## src/hdl/rsl_pkg.sv

```systemverilog
// shared constants and types for the reference slew and thermal limit block
package rsl_pkg;

   // command codes of the settings held by this block
   localparam logic [7:0] CMD_SETPOINT = 8'h21;
   localparam logic [7:0] CMD_SLEW_RATE = 8'h27;
   localparam logic [7:0] CMD_FAULT_THR = 8'h4f;
   localparam logic [7:0] CMD_WARN_THR = 8'h51;

   // reset values of the settings
   localparam logic [15:0] SETPOINT_RST = 16'h00c8;
   localparam logic [15:0] SLEW_RATE_RST = 16'h0004;
   localparam logic [15:0] FAULT_THR_RST = 16'h0096;
   localparam logic [15:0] WARN_THR_RST = 16'h00e1;

   // field layouts
   localparam int REG_W = 16;
   localparam int REF_W = 8;
   localparam int SLEW_CODE_W = 3;
   localparam int THR_W = 10;

   // write-lock modes; any other value leaves every write open
   localparam logic [7:0] WP_LOCK_ALL = 8'h80;
   localparam logic [7:0] WP_KEEP_ONOFF = 8'h40;
   localparam logic [7:0] WP_KEEP_SETPOINT = 8'h20;

   // ramp timing: one 8 mV count at the slowest rate of 12.5 mV/ms
   localparam int CLK_PERIOD_NS = 8;
   localparam int REF_STEP_UV = 8000;
   localparam int SLOWEST_RATE_UV_PER_MS = 12500;
   localparam int SLOWEST_STEP_NS = REF_STEP_UV * 1000 / SLOWEST_RATE_UV_PER_MS * 1000;
   localparam int SLOWEST_STEP_CYC = SLOWEST_STEP_NS / CLK_PERIOD_NS;
   localparam int STEP_CNT_W = 17;

   // one request from the serial command engine
   typedef struct packed {
      logic [7:0] code;
      logic wr;
      logic rd;
      logic [REG_W-1:0] wdata;
   } rsl_cmd_req_t;

   // thermistor comparison results
   typedef struct packed {
      logic fault;
      logic warning;
   } rsl_thermal_flags_t;

endpackage : rsl_pkg

```

## src/hdl/rsl_limits_top.sv

```systemverilog
// settings bank for reference slew rate and thermistor fault/warning thresholds
//
// Summary of operation
// - while the converter is on, a new setpoint is reached by ramping the reference gradually at the selected slew rate.
// - turning the converter on or off moves the reference at once, without the slew limit.
// - the 3-bit slew code picks 12.5 mV/ms at code 0, doubling per code up to 1600 mV/ms.
// - the slew-rate setting resets to 0x0004, a ramp of 200 mV/ms.
// - the slew-rate setting is a 16-bit read/write word whose bits 15 to 3 do nothing.
// - the fault threshold is a 16-bit read/write word with a 2 mV-per-count level in bits 9 to 0.
// - the fault flag is raised whenever the thermistor sample is below the fault threshold.
// - the fault threshold resets to 0x0096, that is 300 mV.
// - the warning threshold is a 16-bit read/write word with a 2 mV-per-count level in bits 9 to 0.
// - the warning flag is raised whenever the thermistor sample is below the warning threshold.
// - the warning threshold resets to 0x00e1, that is 450 mV.
// - the setpoint word holds the reference as an 8-bit count of 8 mV, the target of the ramp.
// - while the write lock covers ordinary commands, writes to the settings are dropped but reads work.
`timescale 1ns/1ps
module rsl_limits_top #(
   parameter int unsigned STEP_BASE_CYCLES = rsl_pkg::SLOWEST_STEP_CYC
) (
   input wire logic core_clk_i,
   input wire logic rst_b_i,
   input wire rsl_pkg::rsl_cmd_req_t cmd_req_i,
   input wire logic [7:0] wp_mode_i,
   input wire logic conv_on_i,
   input wire logic adc_sclk_i,
   input wire logic [rsl_pkg::THR_W-1:0] adc_data_i,
   output logic [rsl_pkg::REG_W-1:0] rdata_o,
   output logic rd_valid_o,
   output logic wr_refused_o,
   output logic [rsl_pkg::REF_W-1:0] ref_level_o,
   output logic ramp_busy_o,
   output logic [rsl_pkg::THR_W-1:0] thermistor_sample_o,
   output logic board_overtemp_fault_o,
   output logic board_overtemp_warning_o
);

   // ---------------------------------------------------------------
   // helpers
   // ---------------------------------------------------------------

   // true when the write lock forbids a write to the given command
   function automatic logic write_blocked(input logic [7:0] mode, input logic [7:0] code);
      logic blk;
      blk = 1'b0;
      if (mode == rsl_pkg::WP_LOCK_ALL || mode == rsl_pkg::WP_KEEP_ONOFF) begin
         blk = 1'b1;
      end else if (mode == rsl_pkg::WP_KEEP_SETPOINT) begin
         blk = (code != rsl_pkg::CMD_SETPOINT);
      end
      return blk;
   endfunction : write_blocked

   // a lower thermistor voltage means a hotter board
   function automatic logic below_limit(input logic [rsl_pkg::THR_W-1:0] sample,
                                        input logic [rsl_pkg::REG_W-1:0] limit_word);
      return sample < limit_word[rsl_pkg::THR_W-1:0];
   endfunction : below_limit

   function automatic logic is_mapped(input logic [7:0] code);
      return (code == rsl_pkg::CMD_SETPOINT) || (code == rsl_pkg::CMD_SLEW_RATE) ||
             (code == rsl_pkg::CMD_FAULT_THR) || (code == rsl_pkg::CMD_WARN_THR);
   endfunction : is_mapped

   // ---------------------------------------------------------------
   // settings
   // ---------------------------------------------------------------

   logic [rsl_pkg::REG_W-1:0] setpoint_q;
   logic [rsl_pkg::REG_W-1:0] slew_rate_q;
   logic [rsl_pkg::REG_W-1:0] fault_thr_q;
   logic [rsl_pkg::REG_W-1:0] warn_thr_q;
   logic wr_ok;
   logic wr_locked;

   assign wr_ok = cmd_req_i.wr && !write_blocked(wp_mode_i, cmd_req_i.code);
   assign wr_locked = cmd_req_i.wr && is_mapped(cmd_req_i.code) && write_blocked(wp_mode_i, cmd_req_i.code);

   // all sixteen bits are stored so a read returns what was written,
   // even though only the low bits steer anything
   always_ff @(posedge core_clk_i or negedge rst_b_i) begin
      if (!rst_b_i) begin
         setpoint_q <= rsl_pkg::SETPOINT_RST;
         slew_rate_q <= rsl_pkg::SLEW_RATE_RST;
         fault_thr_q <= rsl_pkg::FAULT_THR_RST;
         warn_thr_q <= rsl_pkg::WARN_THR_RST;
      end else if (wr_ok) begin
         unique case (cmd_req_i.code)
            rsl_pkg::CMD_SETPOINT: begin
               setpoint_q <= cmd_req_i.wdata;
            end
            rsl_pkg::CMD_SLEW_RATE: begin
               slew_rate_q <= cmd_req_i.wdata;
            end
            rsl_pkg::CMD_FAULT_THR: begin
               fault_thr_q <= cmd_req_i.wdata;
            end
            rsl_pkg::CMD_WARN_THR: begin
               warn_thr_q <= cmd_req_i.wdata;
            end
            default: begin
               // other codes belong to other blocks
            end
         endcase
      end
   end

   // read answer, one cycle after the request; unknown codes read zero
   logic [rsl_pkg::REG_W-1:0] rdata_q;
   logic rd_valid_q;
   logic wr_refused_q;

   always_ff @(posedge core_clk_i or negedge rst_b_i) begin
      if (!rst_b_i) begin
         rdata_q <= '0;
         rd_valid_q <= 1'b0;
      end else begin
         rd_valid_q <= cmd_req_i.rd;
         if (cmd_req_i.rd) begin
            // reads stay open whatever the write lock says
            unique case (cmd_req_i.code)
               rsl_pkg::CMD_SETPOINT: begin
                  rdata_q <= setpoint_q;
               end
               rsl_pkg::CMD_SLEW_RATE: begin
                  rdata_q <= slew_rate_q;
               end
               rsl_pkg::CMD_FAULT_THR: begin
                  rdata_q <= fault_thr_q;
               end
               rsl_pkg::CMD_WARN_THR: begin
                  rdata_q <= warn_thr_q;
               end
               default: begin
                  rdata_q <= '0;
               end
            endcase
         end
      end
   end

   always_ff @(posedge core_clk_i or negedge rst_b_i) begin
      if (!rst_b_i) begin
         wr_refused_q <= 1'b0;
      end else begin
         wr_refused_q <= wr_locked;
      end
   end

   // ---------------------------------------------------------------
   // reference ramp
   // ---------------------------------------------------------------

   logic [rsl_pkg::REF_W-1:0] ref_level;
   logic ramp_busy_q;

   // while off, the reference simply follows the setpoint, so turn-on
   // starts at the commanded level and is not slew limited
   rsl_ref_ramp #(
      .BASE_CYCLES(rsl_pkg::STEP_CNT_W'(STEP_BASE_CYCLES))
   ) u_ramp (
      .core_clk_i(core_clk_i),
      .rst_b_i(rst_b_i),
      .bypass_i(!conv_on_i),
      .target_i(setpoint_q[rsl_pkg::REF_W-1:0]),
      .rate_code_i(slew_rate_q[rsl_pkg::SLEW_CODE_W-1:0]),
      .level_o(ref_level)
   );

   // lags the level by one cycle
   always_ff @(posedge core_clk_i or negedge rst_b_i) begin
      if (!rst_b_i) begin
         ramp_busy_q <= 1'b0;
      end else begin
         ramp_busy_q <= conv_on_i && (ref_level != setpoint_q[rsl_pkg::REF_W-1:0]);
      end
   end

   // ---------------------------------------------------------------
   // thermistor sample capture and comparison
   // ---------------------------------------------------------------

   // the sample clock and data come from outside; both pass two flops,
   // and the data is taken on the synchronised rising edge, which relies
   // on the converter holding data steady around that edge
   logic sclk_s1_q;
   logic sclk_s2_q;
   logic sclk_s3_q;
   logic [rsl_pkg::THR_W-1:0] data_s1_q;
   logic [rsl_pkg::THR_W-1:0] data_s2_q;
   logic sample_edge;

   always_ff @(posedge core_clk_i or negedge rst_b_i) begin
      if (!rst_b_i) begin
         sclk_s1_q <= 1'b0;
         sclk_s2_q <= 1'b0;
         sclk_s3_q <= 1'b0;
         data_s1_q <= '0;
         data_s2_q <= '0;
      end else begin
         sclk_s1_q <= adc_sclk_i;
         sclk_s2_q <= sclk_s1_q;
         sclk_s3_q <= sclk_s2_q;
         data_s1_q <= adc_data_i;
         data_s2_q <= data_s1_q;
      end
   end

   assign sample_edge = sclk_s2_q && !sclk_s3_q;

   logic [rsl_pkg::THR_W-1:0] sample_q;
   rsl_pkg::rsl_thermal_flags_t flags_q;

   // flags change only on a new sample; a threshold write takes effect
   // at the next sample, which avoids a glitch mid-write
   always_ff @(posedge core_clk_i or negedge rst_b_i) begin
      if (!rst_b_i) begin
         sample_q <= '0;
         flags_q <= '0;
      end else if (sample_edge) begin
         sample_q <= data_s2_q;
         flags_q.fault <= below_limit(data_s2_q, fault_thr_q);
         flags_q.warning <= below_limit(data_s2_q, warn_thr_q);
      end
   end

   assign rdata_o = rdata_q;
   assign rd_valid_o = rd_valid_q;
   assign wr_refused_o = wr_refused_q;
   assign ref_level_o = ref_level;
   assign ramp_busy_o = ramp_busy_q;
   assign thermistor_sample_o = sample_q;
   assign board_overtemp_fault_o = flags_q.fault;
   assign board_overtemp_warning_o = flags_q.warning;

endmodule : rsl_limits_top

```

## src/hdl/rsl_ref_ramp.sv

```systemverilog
// reference ramp generator: walks the reference count toward its target one count at a time
`timescale 1ns/1ps
module rsl_ref_ramp #(
   parameter logic [rsl_pkg::STEP_CNT_W-1:0] BASE_CYCLES = rsl_pkg::STEP_CNT_W'(rsl_pkg::SLOWEST_STEP_CYC)
) (
   input wire logic core_clk_i,
   input wire logic rst_b_i,
   input wire logic bypass_i,
   input wire logic [rsl_pkg::REF_W-1:0] target_i,
   input wire logic [rsl_pkg::SLEW_CODE_W-1:0] rate_code_i,
   output logic [rsl_pkg::REF_W-1:0] level_o
);

   localparam logic [rsl_pkg::STEP_CNT_W-1:0] CNT_ONE = rsl_pkg::STEP_CNT_W'(1);
   localparam logic [rsl_pkg::REF_W-1:0] REF_ONE = rsl_pkg::REF_W'(1);

   logic [rsl_pkg::STEP_CNT_W-1:0] cnt_q;
   logic [rsl_pkg::REF_W-1:0] level_q;
   logic [rsl_pkg::STEP_CNT_W-1:0] interval;
   logic moving;
   logic step_due;

   // each code up doubles the rate, so the step interval halves
   assign interval = BASE_CYCLES >> rate_code_i;
   assign moving = !bypass_i && (level_q != target_i);
   // a shortened base may give a zero interval; then the ramp steps every cycle
   assign step_due = moving && ((cnt_q + CNT_ONE) >= interval);

   always_ff @(posedge core_clk_i or negedge rst_b_i) begin
      if (!rst_b_i) begin
         cnt_q <= '0;
      end else if (!moving || step_due) begin
         cnt_q <= '0;
      end else begin
         cnt_q <= cnt_q + CNT_ONE;
      end
   end

   always_ff @(posedge core_clk_i or negedge rst_b_i) begin
      if (!rst_b_i) begin
         level_q <= rsl_pkg::SETPOINT_RST[rsl_pkg::REF_W-1:0];
      end else if (bypass_i) begin
         level_q <= target_i;
      end else if (step_due) begin
         // single-count steps cannot overshoot the target
         if (level_q < target_i) begin
            level_q <= level_q + REF_ONE;
         end else begin
            level_q <= level_q - REF_ONE;
         end
      end
   end

   assign level_o = level_q;

endmodule : rsl_ref_ramp

```

## config.mk

```make
export PLATFORM = sky130hd
export DESIGN_NAME = rsl_limits_top
export DESIGN_NICKNAME = d
export VERILOG_FILES = /design/src/hdl/rsl_pkg.sv /design/src/hdl/rsl_limits_top.sv /design/src/hdl/rsl_ref_ramp.sv
export SDC_FILE = /design/constraint.sdc
export NUM_CORES = 1
export LEC_CHECK = 0
export CAP_MARGIN = 25
export CORE_MARGIN = 3
export CORE_UTILIZATION = 51
export DETAILED_ROUTE_END_ITERATION = 10
export DONT_BUFFER_PORTS = 1
export PLACE_DENSITY_LB_ADDON = 0.08
export SYNTH_ARGS = -nofsm -noshare
export SYNTH_HDL_FRONTEND = slang
export SYNTH_SLANG_ARGS = --single-unit
```

## constraint.sdc

```tcl
create_clock -name core_clk_i -period 7.73 [get_ports core_clk_i]
set_input_delay 0.3865 -clock core_clk_i [delete_from_list [all_inputs] [get_ports core_clk_i]]
set_output_delay 0.3865 -clock core_clk_i [all_outputs]
set_load 0.01 [all_outputs]
```

==> flow_results.xml <==
<?xml version="1.0" encoding="UTF-8"?>
<metrics>
  <group name="outcome">
    <metric name="outcome" unit="">finished clean</metric>
  </group>
  <group name="floorplan">
    <metric name="die_width" unit="µm">126</metric>
    <metric name="die_area" unit="µm²">15800</metric>
    <metric name="dieHeight" unit="µm">126</metric>
    <metric name="initial_standard_cell_utilization_of_the_core" unit="%">52.5</metric>
    <metric name="floorplan.rows" unit="">43</metric>
    <metric name="io_pins" unit="">87</metric>
    <metric name="coreArea" unit="µm²">13900</metric>
  </group>
  <group name="final_layout">
    <metric name="fin_nets" unit="">724</metric>
    <metric name="num_antenna_cells" unit="">0</metric>
    <metric name="layout-area-overhead-vs-synth" unit="%">11.9</metric>
    <metric name="post-route-util" unit="%">58.8</metric>
    <metric name="summed_area_of_non_filler_cells_in_the_final_layout" unit="µm²">8190</metric>
    <metric name="final_layout_size_suffix_gt1_share" unit="%">22.0</metric>
  </group>
  <group name="pwr">
    <metric name="vdd_drop_max" unit="µV">159</metric>
    <metric name="power_density_over_the_cells" unit="nW/µm²">222</metric>
    <metric name="finalPower" unit="mW">1.82</metric>
    <metric name="power.leakage" unit="nW">3.91</metric>
  </group>
  <group name="worst_setup_path">
    <metric name="critPathCaptureType" unit="">register</metric>
    <metric name="crit_family" unit="">compound AO/OA/AOI/OAI gates</metric>
    <metric name="timing.critical_path.buf_inv" unit="">0</metric>
    <metric name="criticalPathCategory" unit="">register to register</metric>
    <metric name="worst-r2r-cell-count" unit="">11</metric>
    <metric name="regToRegEndpoint" unit="">u_ramp.level_o[2]</metric>
    <metric name="path_cells" unit="">ha_1 &gt; and3_1 &gt; xor2_1 &gt; ha_1 &gt; a21o_1 &gt; a21o_1 &gt; a2111oi_0 &gt; o21ai_0 &gt; and2_1 &gt; o21ai_0 &gt; o221ai_1</metric>
    <metric name="worst-r2r-setup-slack" unit="ns">3.94</metric>
    <metric name="crit_slowest_cell" unit="">o21ai_0</metric>
    <metric name="worst-endpoint-arrival" unit="ns">4.05</metric>
    <metric name="worst_ep_required_time" unit="ns">7.99</metric>
    <metric name="crit_fanout" unit="">6</metric>
    <metric name="worstReg2RegStart" unit="">u_ramp.cnt_q[0]</metric>
    <metric name="critPathMaxStageDelay" unit="ns">0.66</metric>
    <metric name="crit_path_start_kind" unit="">register</metric>
  </group>
  <group name="routing">
    <metric name="post_detailed_route_wirelength_per_cell" unit="µm">19.4</metric>
    <metric name="num_vias" unit="">4720</metric>
    <metric name="drt_wl_total" unit="mm">15.8</metric>
    <metric name="ant_nets" unit="">0</metric>
    <metric name="route.detailed.drc" unit="">0</metric>
    <metric name="vias_per_cell" unit="">5.81</metric>
    <metric name="router_iterations_before_antenna_repair" unit="">5</metric>
    <metric name="drtIter0Drc" unit="">292</metric>
  </group>
  <group name="timing">
    <metric name="slew_headroom" unit="%">32.8</metric>
    <metric name="setup_repair_after_global_routing_missed_its_margin" unit="">no</metric>
    <metric name="max_freq" unit="MHz">264</metric>
    <metric name="tightest_slew" unit="ns">1.00</metric>
    <metric name="final.setup.tns" unit="ns">0</metric>
    <metric name="final-setup-viol-count" unit="">0</metric>
    <metric name="hold_slack" unit="ns">0.0601</metric>
    <metric name="layout_min_cycle_time" unit="ns">3.79</metric>
    <metric name="final-max-slew-violation-count" unit="">0</metric>
    <metric name="hold_viol_final" unit="">0</metric>
    <metric name="clock_skew" unit="ns">0.00511</metric>
    <metric name="min_period_over_period" unit="%">49.1</metric>
  </group>
  <group name="cts">
    <metric name="cts_tree" unit="">yes</metric>
    <metric name="cts.repair_timing.setup_buffer_count" unit="">0</metric>
    <metric name="cts.sink_count" unit="">143</metric>
    <metric name="clk_pin_slew" unit="ns">0.06</metric>
    <metric name="clock-root-buffer" unit="">clkbuf_16</metric>
    <metric name="clk_path_buf_depth" unit="">2</metric>
    <metric name="worst_skew_pair.late_latency" unit="ns">0.42</metric>
    <metric name="cts_htree_levels" unit="">4</metric>
    <metric name="cts_buffers" unit="">17</metric>
  </group>
  <group name="placed_design">
    <metric name="routabilityCongestion" unit="">0.868</metric>
    <metric name="port_buffers" unit="">0</metric>
    <metric name="post-dp-hpwl" unit="mm">10.9</metric>
    <metric name="detailed_place.area" unit="µm²">7470</metric>
  </group>
  <group name="global_routing">
    <metric name="antenna_found_initial" unit="">0</metric>
    <metric name="grt-busiest-layer" unit="">met2</metric>
    <metric name="grt_use_met2" unit="%">32.8</metric>
    <metric name="grt_start_max_net_pins" unit="">144</metric>
    <metric name="met3_usage" unit="%">6.96</metric>
    <metric name="grt.met1_usage" unit="%">28.2</metric>
    <metric name="grt_pass1_vias" unit="">4999</metric>
    <metric name="global_route_wire_length_before_repair" unit="mm">26.1</metric>
    <metric name="grt_remaining_overflow" unit="">0</metric>
    <metric name="groute.usage.overall" unit="%">20.8</metric>
  </group>
  <group name="hold_path">
    <metric name="hold_path_class" unit="">input port to register</metric>
    <metric name="whs_path_depth" unit="">1</metric>
    <metric name="min_to" unit="">rdata_o[14]</metric>
    <metric name="startpoint_of_the_worst_hold_path" unit="">cmd_req_i[16]</metric>
  </group>
  <group name="synthesis">
    <metric name="netlist_area" unit="µm²">7320</metric>
    <metric name="yosysUniqueCellTypes" unit="">47</metric>
    <metric name="synthTopCellsByArea" unit="">dfrtp_1 (44%), ha_1 (9.4%), mux2_4 (8.2%)</metric>
    <metric name="count_of_mapped_cells_out_of_synthesis" unit="">604</metric>
    <metric name="ys_async_sr_fraction" unit="%">100</metric>
    <metric name="netlist.area_leader.share" unit="%">43.8</metric>
    <metric name="synth_enable_flop_cells" unit="">0</metric>
    <metric name="synth_nets" unit="">708</metric>
    <metric name="synthFlopType" unit="">dfrtp_1</metric>
    <metric name="yosysWarnings" unit="">0</metric>
    <metric name="synth_area_leader_cell" unit="">dfrtp_1</metric>
    <metric name="synth_seq_area_share" unit="%">49.2</metric>
    <metric name="synth.ff_latch_count" unit="">143</metric>
    <metric name="synth_area_per_cell" unit="µm²">12.1</metric>
  </group>
  <group name="run">
    <metric name="maxCapViolations" unit="">0</metric>
  </group>
</metrics>
-- metal layers --
metal,up-vias,part of all wire (%)
li1,2226,-
met1,2357,46
met2,126,47
met3,11,5.6
met4,0,0.91
met5,-,0
-- cell usage in the layout, fill, tap and decap left out, types with 4 or more instances in the layout --
master         synthesis  routed
nor3_1                 8       6
nand2b_1               7       7
inv_8                  0       4
dfstp_2               15      15
clkbuf_16              0      17
o22ai_1               17      17
dfrtp_1              128     128
nand4_1                7       7
buf_4                  1       4
xor2_1                 7       7
nand2_4                4       4
a221oi_1              16      16
a22o_1                16      16
o221ai_1               7       7
ha_1                  55      55
nand2_1               22      22
and2_1                 4       4
o21ai_0               10      10
dlygate4sd3_1          0      13
a21o_1                 8       8
nor2_1                13      13
inv_1                 51      51
inv_6                  0       8
xnor2_1               16      16
a21oi_1               22      22
nor2b_1                5       5
mux2_2                36      36
mux2_4                40      40
mux2i_1                4       4
nor4_1                 4       4
nand3_1               17      17
and3_1                22      22
-- what timing repair did --
action / in CTS / in global routing
endpoints found under the hold margin: 155 / 0
endpoints found under the setup margin: 0 / 0
hold buffers: 14 / 0
gates resized for setup: 0 / 0
-- worst max-delay path by stage --
stage	start	depth (start not counted)	endpoint
floorplan	slew_rate_q[2]	11	u_ramp.level_o[2]
global placement	u_ramp.cnt_q[0]	11	u_ramp.level_o[7]
detailed placement	u_ramp.cnt_q[0]	11	u_ramp.level_o[5]
CTS	u_ramp.cnt_q[0]	11	u_ramp.level_o[2]
global route	u_ramp.cnt_q[0]	11	u_ramp.level_o[2]
finish	u_ramp.cnt_q[0]	11	u_ramp.level_o[2]
-- flip-flops by register name, summed over array words and instances, names as in the netlist, 8 cells and up --
signal,count
setpoint_q,16
warn_thr_q,16
thermistor_sample_o,10
data_s1_q,10
fault_thr_q,16
u_ramp.cnt_q,17
data_s2_q,10
slew_rate_q,16
rdata_o,16
u_ramp.level_o,8
-- synthesized netlist by cell type (all sizes together), types with 7 or more instances --
cell / count
a21o: 8
a21oi: 22
a221oi: 16
a22o: 16
and3: 22
clkbuf: 16
dfrtp: 128
dfstp: 15
ha: 55
inv: 51
mux2: 76
nand2: 26
nand2b: 7
nand3: 17
nand4: 7
nor2: 13
nor3: 9
o21ai: 10
o221ai: 7
o22ai: 17
xnor2: 16
xor2: 7
-- kinds of logic (layout without fill, tap and decap cells) --
group,count (synthesis),after routing,share of synthesized area (%)
adders and majority gates,56,56,9.68
and+or+nand+nor,122,122,9.57
AOI/OAI and AO/OA,108,108,10.4
muxes,80,80,14.3
DFF,143,143,49.2
xor gates and xnor gates,23,23,2.75
buffers and inverters,72,101,4.15
-- power by group --
group	switching, mW	internal (mW)	total (mW)
Clock	0.360	0.427	0.788
Combinational	0.110	0.0932	0.204
Sequential	0.0373	0.789	0.826
Total	0.508	1.31	1.82
-- area by class of cell --
cell class	instances	area, µm²
Timing Repair Buffer	18	188
Inverter	51	191
Clock buffer	17	425
Fill cell	1129	5740
Sequential cell	143	3600
Multi-Input combinational cell	389	3430
Clock inverter	15	138
Tap cell	180	225
-- per-stage QoR --
step,cells,setup WS [ns]
after floorplan,604,4.49
after global placement,767,4.07
after detailed placement,767,4.01
after CTS,813,3.99
after global routing,813,3.55
final,813,3.94
(Power assumes the default switching activity.)
